File: src/qmw_pkg.sv
`default_nettype none
package qmw_pkg;
	localparam int          CLK_PERIOD_NS  = 40;
	localparam int          TIMER_W        = 24;
	localparam int          MEM_DEPTH      = 384;
	localparam logic [6:0]  DEV_ADDR       = 7'h50;
	localparam logic [2:0]  MAX_WBYTES     = 3'h4;
	localparam logic [3:0]  BYTE_BITS      = 4'h8;
	localparam logic [7:0]  ID_ADDR        = 8'h00;
	localparam logic [7:0]  STATUS_ADDR    = 8'h02;
	localparam logic [7:0]  FLAG_ADDR      = 8'h03;
	localparam logic [7:0]  RW_FIRST       = 8'h56;
	localparam logic [7:0]  PAGE_SEL_ADDR  = 8'h7F;
	localparam logic [7:0]  UPPER_BASE     = 8'h80;
	localparam logic [7:0]  PAGE_00        = 8'h00;
	localparam logic [7:0]  PAGE_03        = 8'h03;
	localparam logic [1:0]  SEG_LOWER      = 2'h0;
	localparam logic [1:0]  SEG_PAGE_00    = 2'h1;
	localparam logic [1:0]  SEG_PAGE_03    = 2'h2;
	localparam logic        FLAT_MEM       = 1'b0;
	localparam logic        DATA_NOT_READY = 1'b0;
	localparam logic [4:0]  STATUS_RSVD    = 5'h00;

	typedef enum logic [2:0] {
		P_IDLE,
		P_DEV,
		P_MADDR,
		P_WDATA,
		P_RDATA,
		P_HOSTACK,
		P_IGNORE
	} qmw_phase_e;

	typedef struct packed {
		qmw_phase_e           phase;
		logic                 scl_q;
		logic                 sda_q;
		logic [3:0]           bitcnt;
		logic [7:0]           shreg;
		logic                 in_ack;
		logic                 ack_ok;
		logic                 rd;
		logic                 sda_oe;
		logic                 sda_out;
		logic [7:0]           maddr;
		logic [7:0]           wbase;
		logic [2:0]           wcnt;
		logic [3:0][7:0]      wbuf;
		logic                 busy;
		logic [TIMER_W-1:0]   timer;
		logic [2:0]           cidx;
		logic [7:0]           page;
		logic [7:0]           flags;
		logic                 irq_n;
	} qmw_state_s;
endpackage
`default_nettype wire

File: src/qmw_target.sv
`timescale 1ns/1ns
`default_nettype none
module qmw_target #(
	parameter int         WR_TIME_NS = 10000000,
	parameter logic [7:0] ID_CODE    = 8'h5A
) (
	// Clock and reset
	input  wire logic       mclk,
	input  wire logic       rstn,
	// Management serial bus
	input  wire logic       scl_in,
	input  wire logic       sda_in,
	output logic            sda_out,
	output logic            sda_oe,
	// Module pins
	input  wire logic       module_select_n,
	input  wire logic       module_reset_n,
	output logic            interrupt_out_n,
	// Flag events from the module
	input  wire logic [7:0] flag_event
);
	// ID_CODE is an arbitrary neutral value.
	localparam int WR_CYC_RAW = (WR_TIME_NS + qmw_pkg::CLK_PERIOD_NS - 1) / qmw_pkg::CLK_PERIOD_NS;
	localparam int WR_CYC     = (WR_CYC_RAW < 1) ? 1 : WR_CYC_RAW;

	qmw_pkg::qmw_state_s st;
	qmw_pkg::qmw_state_s next_st;
	logic [7:0]          mem [0:qmw_pkg::MEM_DEPTH-1];
	logic                mem_we;
	logic [8:0]          mem_idx;
	logic [7:0]          mem_wd;
	logic                scl_rise;
	logic                scl_fall;
	logic                start_c;
	logic                stop_c;
	logic                rx_last;
	logic [7:0]          rx;
	logic [7:0]          rd_byte;
	logic                load;
	logic                clr_flags;
	logic [9:0]          wmap;
	logic [9:0]          rmap;
	logic [7:0]          caddr;
	logic [7:0]          cur_wbyte;

	// Returns {valid, index} of the backing store for an address and page.
	function automatic logic [9:0] map_addr(input logic [7:0] a, input logic [7:0] pg);
		logic [9:0] r;
		r = '0;
		if (a < qmw_pkg::UPPER_BASE) begin
			r = {a >= qmw_pkg::RW_FIRST && a != qmw_pkg::PAGE_SEL_ADDR,
				qmw_pkg::SEG_LOWER, a[6:0]};
		end else if (pg == qmw_pkg::PAGE_00) begin
			r = {1'b1, qmw_pkg::SEG_PAGE_00, a[6:0]};
		end else if (pg == qmw_pkg::PAGE_03) begin
			r = {1'b1, qmw_pkg::SEG_PAGE_03, a[6:0]};
		end
		return r;
	endfunction

	assign scl_rise = scl_in & ~st.scl_q;
	assign scl_fall = ~scl_in & st.scl_q;
	assign start_c  = scl_in & st.scl_q & st.sda_q & ~sda_in;
	assign stop_c   = scl_in & st.scl_q & ~st.sda_q & sda_in;
	assign rx       = {st.shreg[6:0], sda_in};
	assign rx_last  = !st.busy && scl_rise && !st.in_ack
		&& st.bitcnt == qmw_pkg::BYTE_BITS - 4'h1
		&& (st.phase == qmw_pkg::P_DEV || st.phase == qmw_pkg::P_MADDR
		|| st.phase == qmw_pkg::P_WDATA);
	assign caddr    = st.wbase + {5'h00, st.cidx};
	assign wmap     = map_addr(caddr, st.page);
	assign rmap     = map_addr(st.maddr, st.page);
	assign cur_wbyte = st.wbuf[st.cidx[1:0]];

	always_comb begin
		if (st.maddr == qmw_pkg::ID_ADDR) begin
			rd_byte = ID_CODE;
		end else if (st.maddr == qmw_pkg::STATUS_ADDR) begin
			rd_byte = {qmw_pkg::STATUS_RSVD, qmw_pkg::FLAT_MEM, st.irq_n,
				qmw_pkg::DATA_NOT_READY};
		end else if (st.maddr == qmw_pkg::FLAG_ADDR) begin
			rd_byte = st.flags;
		end else if (st.maddr == qmw_pkg::PAGE_SEL_ADDR) begin
			rd_byte = st.page;
		end else if (rmap[9]) begin
			rd_byte = mem[rmap[8:0]];
		end else begin
			rd_byte = '0;
		end
	end

	always_comb begin
		next_st   = st;
		mem_we    = 1'b0;
		mem_idx   = '0;
		mem_wd    = '0;
		load      = 1'b0;
		clr_flags = 1'b0;
		next_st.scl_q = scl_in;
		next_st.sda_q = sda_in;
		if (st.busy) begin
			next_st.phase  = qmw_pkg::P_IDLE;
			next_st.sda_oe = 1'b0;
			next_st.in_ack = 1'b0;
			if (st.cidx < st.wcnt) begin
				next_st.cidx = st.cidx + 3'h1;
				if (caddr == qmw_pkg::PAGE_SEL_ADDR) begin
					next_st.page = cur_wbyte;
				end else begin
					mem_we  = wmap[9];
					mem_idx = wmap[8:0];
					mem_wd  = cur_wbyte;
				end
			end
			if (st.timer == '0) begin
				next_st.busy = 1'b0;
				next_st.wcnt = '0;
			end else begin
				next_st.timer = st.timer - 1'b1;
			end
		end else if (start_c) begin
			next_st.phase  = qmw_pkg::P_DEV;
			next_st.bitcnt = '0;
			next_st.wcnt   = '0;
			next_st.in_ack = 1'b0;
			next_st.sda_oe = 1'b0;
		end else if (stop_c) begin
			if (st.phase == qmw_pkg::P_WDATA && st.wcnt != '0 && !st.in_ack) begin
				next_st.busy  = 1'b1;
				next_st.timer = qmw_pkg::TIMER_W'(WR_CYC - 1);
				next_st.cidx  = '0;
			end else begin
				next_st.wcnt = '0;
			end
			next_st.phase  = qmw_pkg::P_IDLE;
			next_st.in_ack = 1'b0;
			next_st.sda_oe = 1'b0;
		end else if (scl_rise) begin
			case (st.phase)
				qmw_pkg::P_DEV, qmw_pkg::P_MADDR, qmw_pkg::P_WDATA: begin
					if (!st.in_ack) begin
						next_st.shreg  = rx;
						next_st.bitcnt = st.bitcnt + 4'h1;
					end
					if (rx_last) begin
						next_st.ack_ok = 1'b1;
						if (st.phase == qmw_pkg::P_DEV) begin
							next_st.ack_ok = rx[7:1] == qmw_pkg::DEV_ADDR
								&& !module_select_n;
							next_st.rd     = rx[0];
						end else if (st.phase == qmw_pkg::P_MADDR) begin
							next_st.maddr = rx;
							next_st.wbase = rx;
						end else if (st.wcnt < qmw_pkg::MAX_WBYTES) begin
							next_st.wbuf[st.wcnt[1:0]] = rx;
							next_st.wcnt  = st.wcnt + 3'h1;
							next_st.maddr = st.maddr + 8'h01;
						end else begin
							next_st.ack_ok = 1'b0;
							next_st.wcnt   = '0;
						end
					end
				end
				qmw_pkg::P_RDATA: begin
					next_st.bitcnt = st.bitcnt + 4'h1;
				end
				qmw_pkg::P_HOSTACK: begin
					if (sda_in) begin
						next_st.phase = qmw_pkg::P_IGNORE;
					end else begin
						next_st.ack_ok = 1'b1;
					end
				end
				default: begin
				end
			endcase
		end else if (scl_fall) begin
			case (st.phase)
				qmw_pkg::P_DEV, qmw_pkg::P_MADDR, qmw_pkg::P_WDATA: begin
					if (st.in_ack) begin
						next_st.in_ack = 1'b0;
						next_st.sda_oe = 1'b0;
						if (st.phase == qmw_pkg::P_DEV && st.rd) begin
							load = 1'b1;
						end else if (st.phase == qmw_pkg::P_DEV) begin
							next_st.phase = qmw_pkg::P_MADDR;
						end else begin
							next_st.phase = qmw_pkg::P_WDATA;
						end
					end else if (st.bitcnt == qmw_pkg::BYTE_BITS) begin
						next_st.bitcnt = '0;
						if (st.ack_ok) begin
							next_st.in_ack = 1'b1;
							next_st.sda_oe = 1'b1;
						end else begin
							next_st.phase = qmw_pkg::P_IGNORE;
						end
					end
				end
				qmw_pkg::P_RDATA: begin
					if (st.bitcnt == qmw_pkg::BYTE_BITS) begin
						next_st.sda_oe = 1'b0;
						next_st.ack_ok = 1'b0;
						next_st.phase  = qmw_pkg::P_HOSTACK;
					end else begin
						next_st.shreg  = {st.shreg[6:0], 1'b0};
						next_st.sda_oe = ~st.shreg[6];
					end
				end
				qmw_pkg::P_HOSTACK: begin
					load = st.ack_ok;
				end
				default: begin
				end
			endcase
		end
		if (load) begin
			next_st.phase  = qmw_pkg::P_RDATA;
			next_st.shreg  = rd_byte;
			next_st.sda_oe = ~rd_byte[7];
			next_st.bitcnt = '0;
			next_st.maddr  = st.maddr + 8'h01;
			clr_flags      = st.maddr == qmw_pkg::FLAG_ADDR;
		end
		// A new event wins over a clear by read in the same cycle.
		next_st.flags = (st.flags & ~{8{clr_flags}}) | flag_event;
		if (!module_reset_n) begin
			next_st.flags = '0;
		end
		next_st.irq_n = ~|next_st.flags;
	end

	always_ff @(posedge mclk) begin
		if (!rstn) begin
			st       <= '0;
			st.phase <= qmw_pkg::P_IDLE;
			st.scl_q <= 1'b1;
			st.sda_q <= 1'b1;
			st.irq_n <= 1'b1;
		end else begin
			st <= next_st;
		end
	end

	always_ff @(posedge mclk) begin
		if (mem_we) begin
			mem[mem_idx] <= mem_wd;
		end
	end

	assign sda_out         = st.sda_out;
	assign sda_oe          = st.sda_oe;
	assign interrupt_out_n = st.irq_n;
endmodule
`default_nettype wire

File: config.mk
export PLATFORM = sky130hd
export DESIGN_NAME = qmw_target
export DESIGN_NICKNAME = d
export VERILOG_FILES = /design/src/qmw_pkg.sv /design/src/qmw_target.sv
export SDC_FILE = /design/constraint.sdc
export NUM_CORES = 2
export LEC_CHECK = 0
export BUFFER_PORTS_ARGS = -buffer_cell sky130_fd_sc_hd__buf_2
export CAP_MARGIN = 5
export CORE_ASPECT_RATIO = 0.9
export CORE_UTILIZATION = 30
export DETAILED_ROUTE_END_ITERATION = 10
export MAX_ROUTING_LAYER = met4
export PLACE_DENSITY_LB_ADDON = 0.1
export REMOVE_ABC_BUFFERS = 1
export SLEW_MARGIN = 5
export SYNTH_ARGS = -nofsm -noshare
export SYNTH_HDL_FRONTEND = slang
export SYNTH_SLANG_ARGS = --single-unit
File: constraint.sdc
create_clock -name mclk -period 11.15 [get_ports mclk]
set_input_delay 3.345 -clock mclk [delete_from_list [all_inputs] [get_ports mclk]]
set_output_delay 3.345 -clock mclk [all_outputs]
set_load 0.02 [all_outputs]
==> impl_metrics.json <==
{
  "hold_class": "flip-flop to flip-flop",
  "hold_violations": 0,
  "rrSetupSlack_ns": 4.74,
  "holdPathStages": 2,
  "criticalPathCategory": "flip-flop to flip-flop",
  "grt_pass1_wl_mm": 688.5,
  "status": "finished, violations left",
  "max_freq_ghz": 0.1560,
  "synth_seq_area_share_pct": 73.91,
  "cts_resized": 0,
  "p_leak_nw": 40.85,
  "cts_setup_buffers": 0,
  "synth_ff_type": "edfxtp_1",
  "reg2regPathDepth": 13,
  "r2r_start": "st[88]",
  "drc": 0,
  "critical-path-slowest-cell": "nor4bb_1",
  "crit_chain": "buf_4 > nand2b_1 > o41ai_4 > buf_4 > buf_4 > nor3_1 > a21oi_1 > o21ai_0 > o211ai_1 > a32oi_1 > nor4bb_1 > o311ai_0 > a22oi_1",
  "synthTopCellsByArea": "edfxtp_1, mux2i_1, nand2_1, a21oi_1, a221oi_1",
  "setup_tns_ns": 0,
  "synthCells": 8292,
  "ys_ff_latch": 3060,
  "rsz0062_at_grt": "no",
  "cp-start-kind": "flip-flop",
  "dr.pass1.iters": 6,
  "critPathBufInv": 3,
  "antenna_found_initial": 48,
  "setup_viol": 0,
  "syn_area_mm2": 0.1228,
  "core_area_mm2": 0.4069,
  "violations": "slew limit",
  "critical-path-top-delay-family": "compound AO/OA/AOI/OAI gates",
  "cts_tree": "yes",
  "max_stage_delay_ns": 0.94,
  "drt_iter0_markers": 11220,
  "gp_congestion": 0.8958,
  "clock_latency_ns": 0.95,
  "nets": 8923,
  "cp_common_cell": "buf_4",
  "r2r-end": "rx[4]",
  "worst_slew_margin_rel_pct": -1.578,
  "synth_area_per_cell_um2": 14.80,
  "dp_hpwl_mm": 311.1,
  "holdBufCountCts": 0,
  "drive_above_1_share_pct": 11.53,
  "root_buffer": "clkbuf_16",
  "postRouteAntennaNets": 0,
  "grt_usage_pct": 24.82,
  "path_max_fanout": 47,
  "htree_levels": 5,
  "die_area_mm2": 0.4118,
  "area_growth_pct": 16.69,
  "clkPwrFrac_pct": 47.5,
  "gr-total-overflow": 0,
  "start_util_pct": 30.17,
  "cts_buffers": 348,
  "vdd_drop_max_mv": 0.1281,
  "worstPathArrival_ns": 7.27,
  "endpoint_kind": "flip-flop",
  "period_minus_slack_ns": 6.410,
  "period_share_pct": 57.49,
  "worstMarginPinSlew_ns": 1.524,
  "switching_power_mw": 4.971,
  "maxCapViolCount": 0,
  "grt_pass1_vias": 76510,
  "clk_pin_slew_ns": 0.06,
  "port_buffers": 15,
  "die_w_um": 676.3,
  "fp-row-count": 222,
  "internal-power_mw": 19.10,
  "io_pins": 17,
  "yosysTopAreaCellShare_pct": 72.01,
  "wire_per_inst_um": 35.13,
  "clock_skew_ns": 0.04016,
  "grt_max_degree": 162,
  "comb_power_share_pct": 0.5,
  "via_count": 80990,
  "yosys_warnings": 0,
  "p_total_mw": 24.07,
  "finalMaxSlewViolations": 62,
  "p_seq_share_pct": 52.0,
  "routed_wl_mm": 512.0,
  "chipHeight_um": 608.9,
  "p_sw_share_pct": 20.65,
  "yosys.area.top_type": "edfxtp_1",
  "async_flop_share_pct": 0,
  "cp.required_ns": 12.01,
  "routed_via_density": 5.557,
  "synth_edf_count": 2944,
  "powerDensity_mw_per_mm2": 168.0,
  "ys_types": 94,
  "cts_sinks": 3060,
  "clockBufferDepth": 4
}
## registers in the layout, indices dropped and copies added (netlist names), named ones only
name / count
sda_oe: 1
interrupt_out_n: 1
rx: 7
mem: 2944
st: 75
## metal layers
layer  up-vias  part of all wire [%]  track usage [%]
met5         -                     0                -
met2      3792                    44            36.41
met3       728                   7.7            3.829
li1      33500                     -                -
met1     42970                    45            35.33
met4         0                   3.4            7.694
## worst max path at each step
stage | cells after the start | startpoint | endpoint
final | 13 | st[88] | rx[4]
after global routing | 14 | st[17] | mem[155][2]
after CTS | 14 | st[17] | mem[155][2]
after detailed placement | 9 | sda_in | rx[5]
after global placement | 9 | sda_in | rx[5]
after floorplan | 9 | st[88] | rx[6]
## cells in the final DEF (no fill, tap or decap), drive strengths merged, types with 33 or more instances in the layout
master | synthesis | routed
mux2 | 123 | 123
inv | 27 | 45
dfxtp | 116 | 116
nor2 | 554 | 554
o21ai | 233 | 233
nor3 | 148 | 148
a22oi | 46 | 46
nand3 | 214 | 214
a221o | 35 | 35
o22ai | 164 | 164
nor4 | 69 | 69
a31oi | 109 | 109
and3 | 33 | 33
nand2 | 823 | 823
mux4 | 55 | 55
o211ai | 45 | 45
a221oi | 286 | 286
o221ai | 56 | 56
clkbuf | 275 | 440
a211oi | 151 | 151
clkinv | 2 | 140
conb | 1 | 569
nor2b | 55 | 55
buf | 320 | 272
edfxtp | 2944 | 2944
mux2i | 426 | 426
a21oi | 538 | 538
nand4 | 44 | 44
## area by class of cell
| cell class | instances | area (um^2) |
|---|---|---|
| Antenna cell | 31 | 77.57 |
| Clock buffer | 439 | 9293 |
| Clock inverter | 191 | 1812 |
| Fill cell | 39160 | 263700 |
| Inverter | 29 | 116.4 |
| Multi-Input combinational cell | 5176 | 32080 |
| Sequential cell | 3060 | 90740 |
| Tap cell | 5376 | 6726 |
| Timing Repair Buffer | 273 | 2395 |
## Yosys cell counts, types with 116 or more instances
library cell and instances:
a211oi_1 151, a21oi_1 538, a221oi_1 285, buf_1 119
buf_2 183, clkbuf_1 273, dfxtp_1 116, edfxtp_1 2944
mux2_2 123, mux2i_1 426, nand2_1 820, nand3_1 214
nor2_1 553, nor3_1 148, o21ai_0 232, o22ai_1 164
## kinds of logic (layout without fill, tap and decap cells)
logic type      after synthesis  after routing  synth area share, %
flops                      3060           3060                73.91
xor+xnor                     29             29               0.2069
compound gates             1913           1913                10.60
simple gates               2040           2040                7.299
buf+inv                     624            932                2.155
fa+ha+maj                    21             21               0.2202
mux                         604            604                5.611
other cells                   1            600             0.003055
## worst reg2reg max path, cell delays in order (launching register included)
cell,delay (ns)
dfxtp_4,0.69
buf_4,0.78
nand2b_1,0.54
o41ai_4,0.37
buf_4,0.41
buf_4,0.39
nor3_1,0.11
a21oi_1,0.13
o21ai_0,0.11
o211ai_1,0.56
a32oi_1,0.40
nor4bb_1,0.94
o311ai_0,0.61
a22oi_1,0.28
## metrics by stage
| stage | cell area [um^2] | util [%] | hold slack (ns) | std cells | setup WS, ns |
|---|---|---|---|---|---|
| final | 143200 | 35.20 | 0.4528 | 14580 | 4.740 |
| after CTS | 143200 | 35.18 | 0.4540 | 14540 | 4.791 |
| after detailed placement | 132100 | 32.45 | 0.4463 | 13910 | 4.703 |
| after global placement | 132000 | 32.45 | 0.4392 | 13910 | 4.591 |
| after floorplan | 122400 | - | 0.4331 | 8265 | -60.92 |
| after global routing | 143200 | 35.19 | 0.4757 | 14550 | 4.452 |
## power groups by stage
| stage | Sequential [mW] | Combinational (mW) | Clock (mW) |
|---|---|---|---|
| after floorplan | 12.7 | 0.0802 | 0 |
| after global placement | 12.8 | 0.117 | 0 |
| after detailed placement | 12.8 | 0.116 | 0 |
| after CTS | 12.5 | 0.117 | 11.6 |
| after global routing | 12.5 | 0.139 | 12.0 |
| final | 12.5 | 0.124 | 11.4 |
Note: power is estimated with default switching activity, not from simulation.
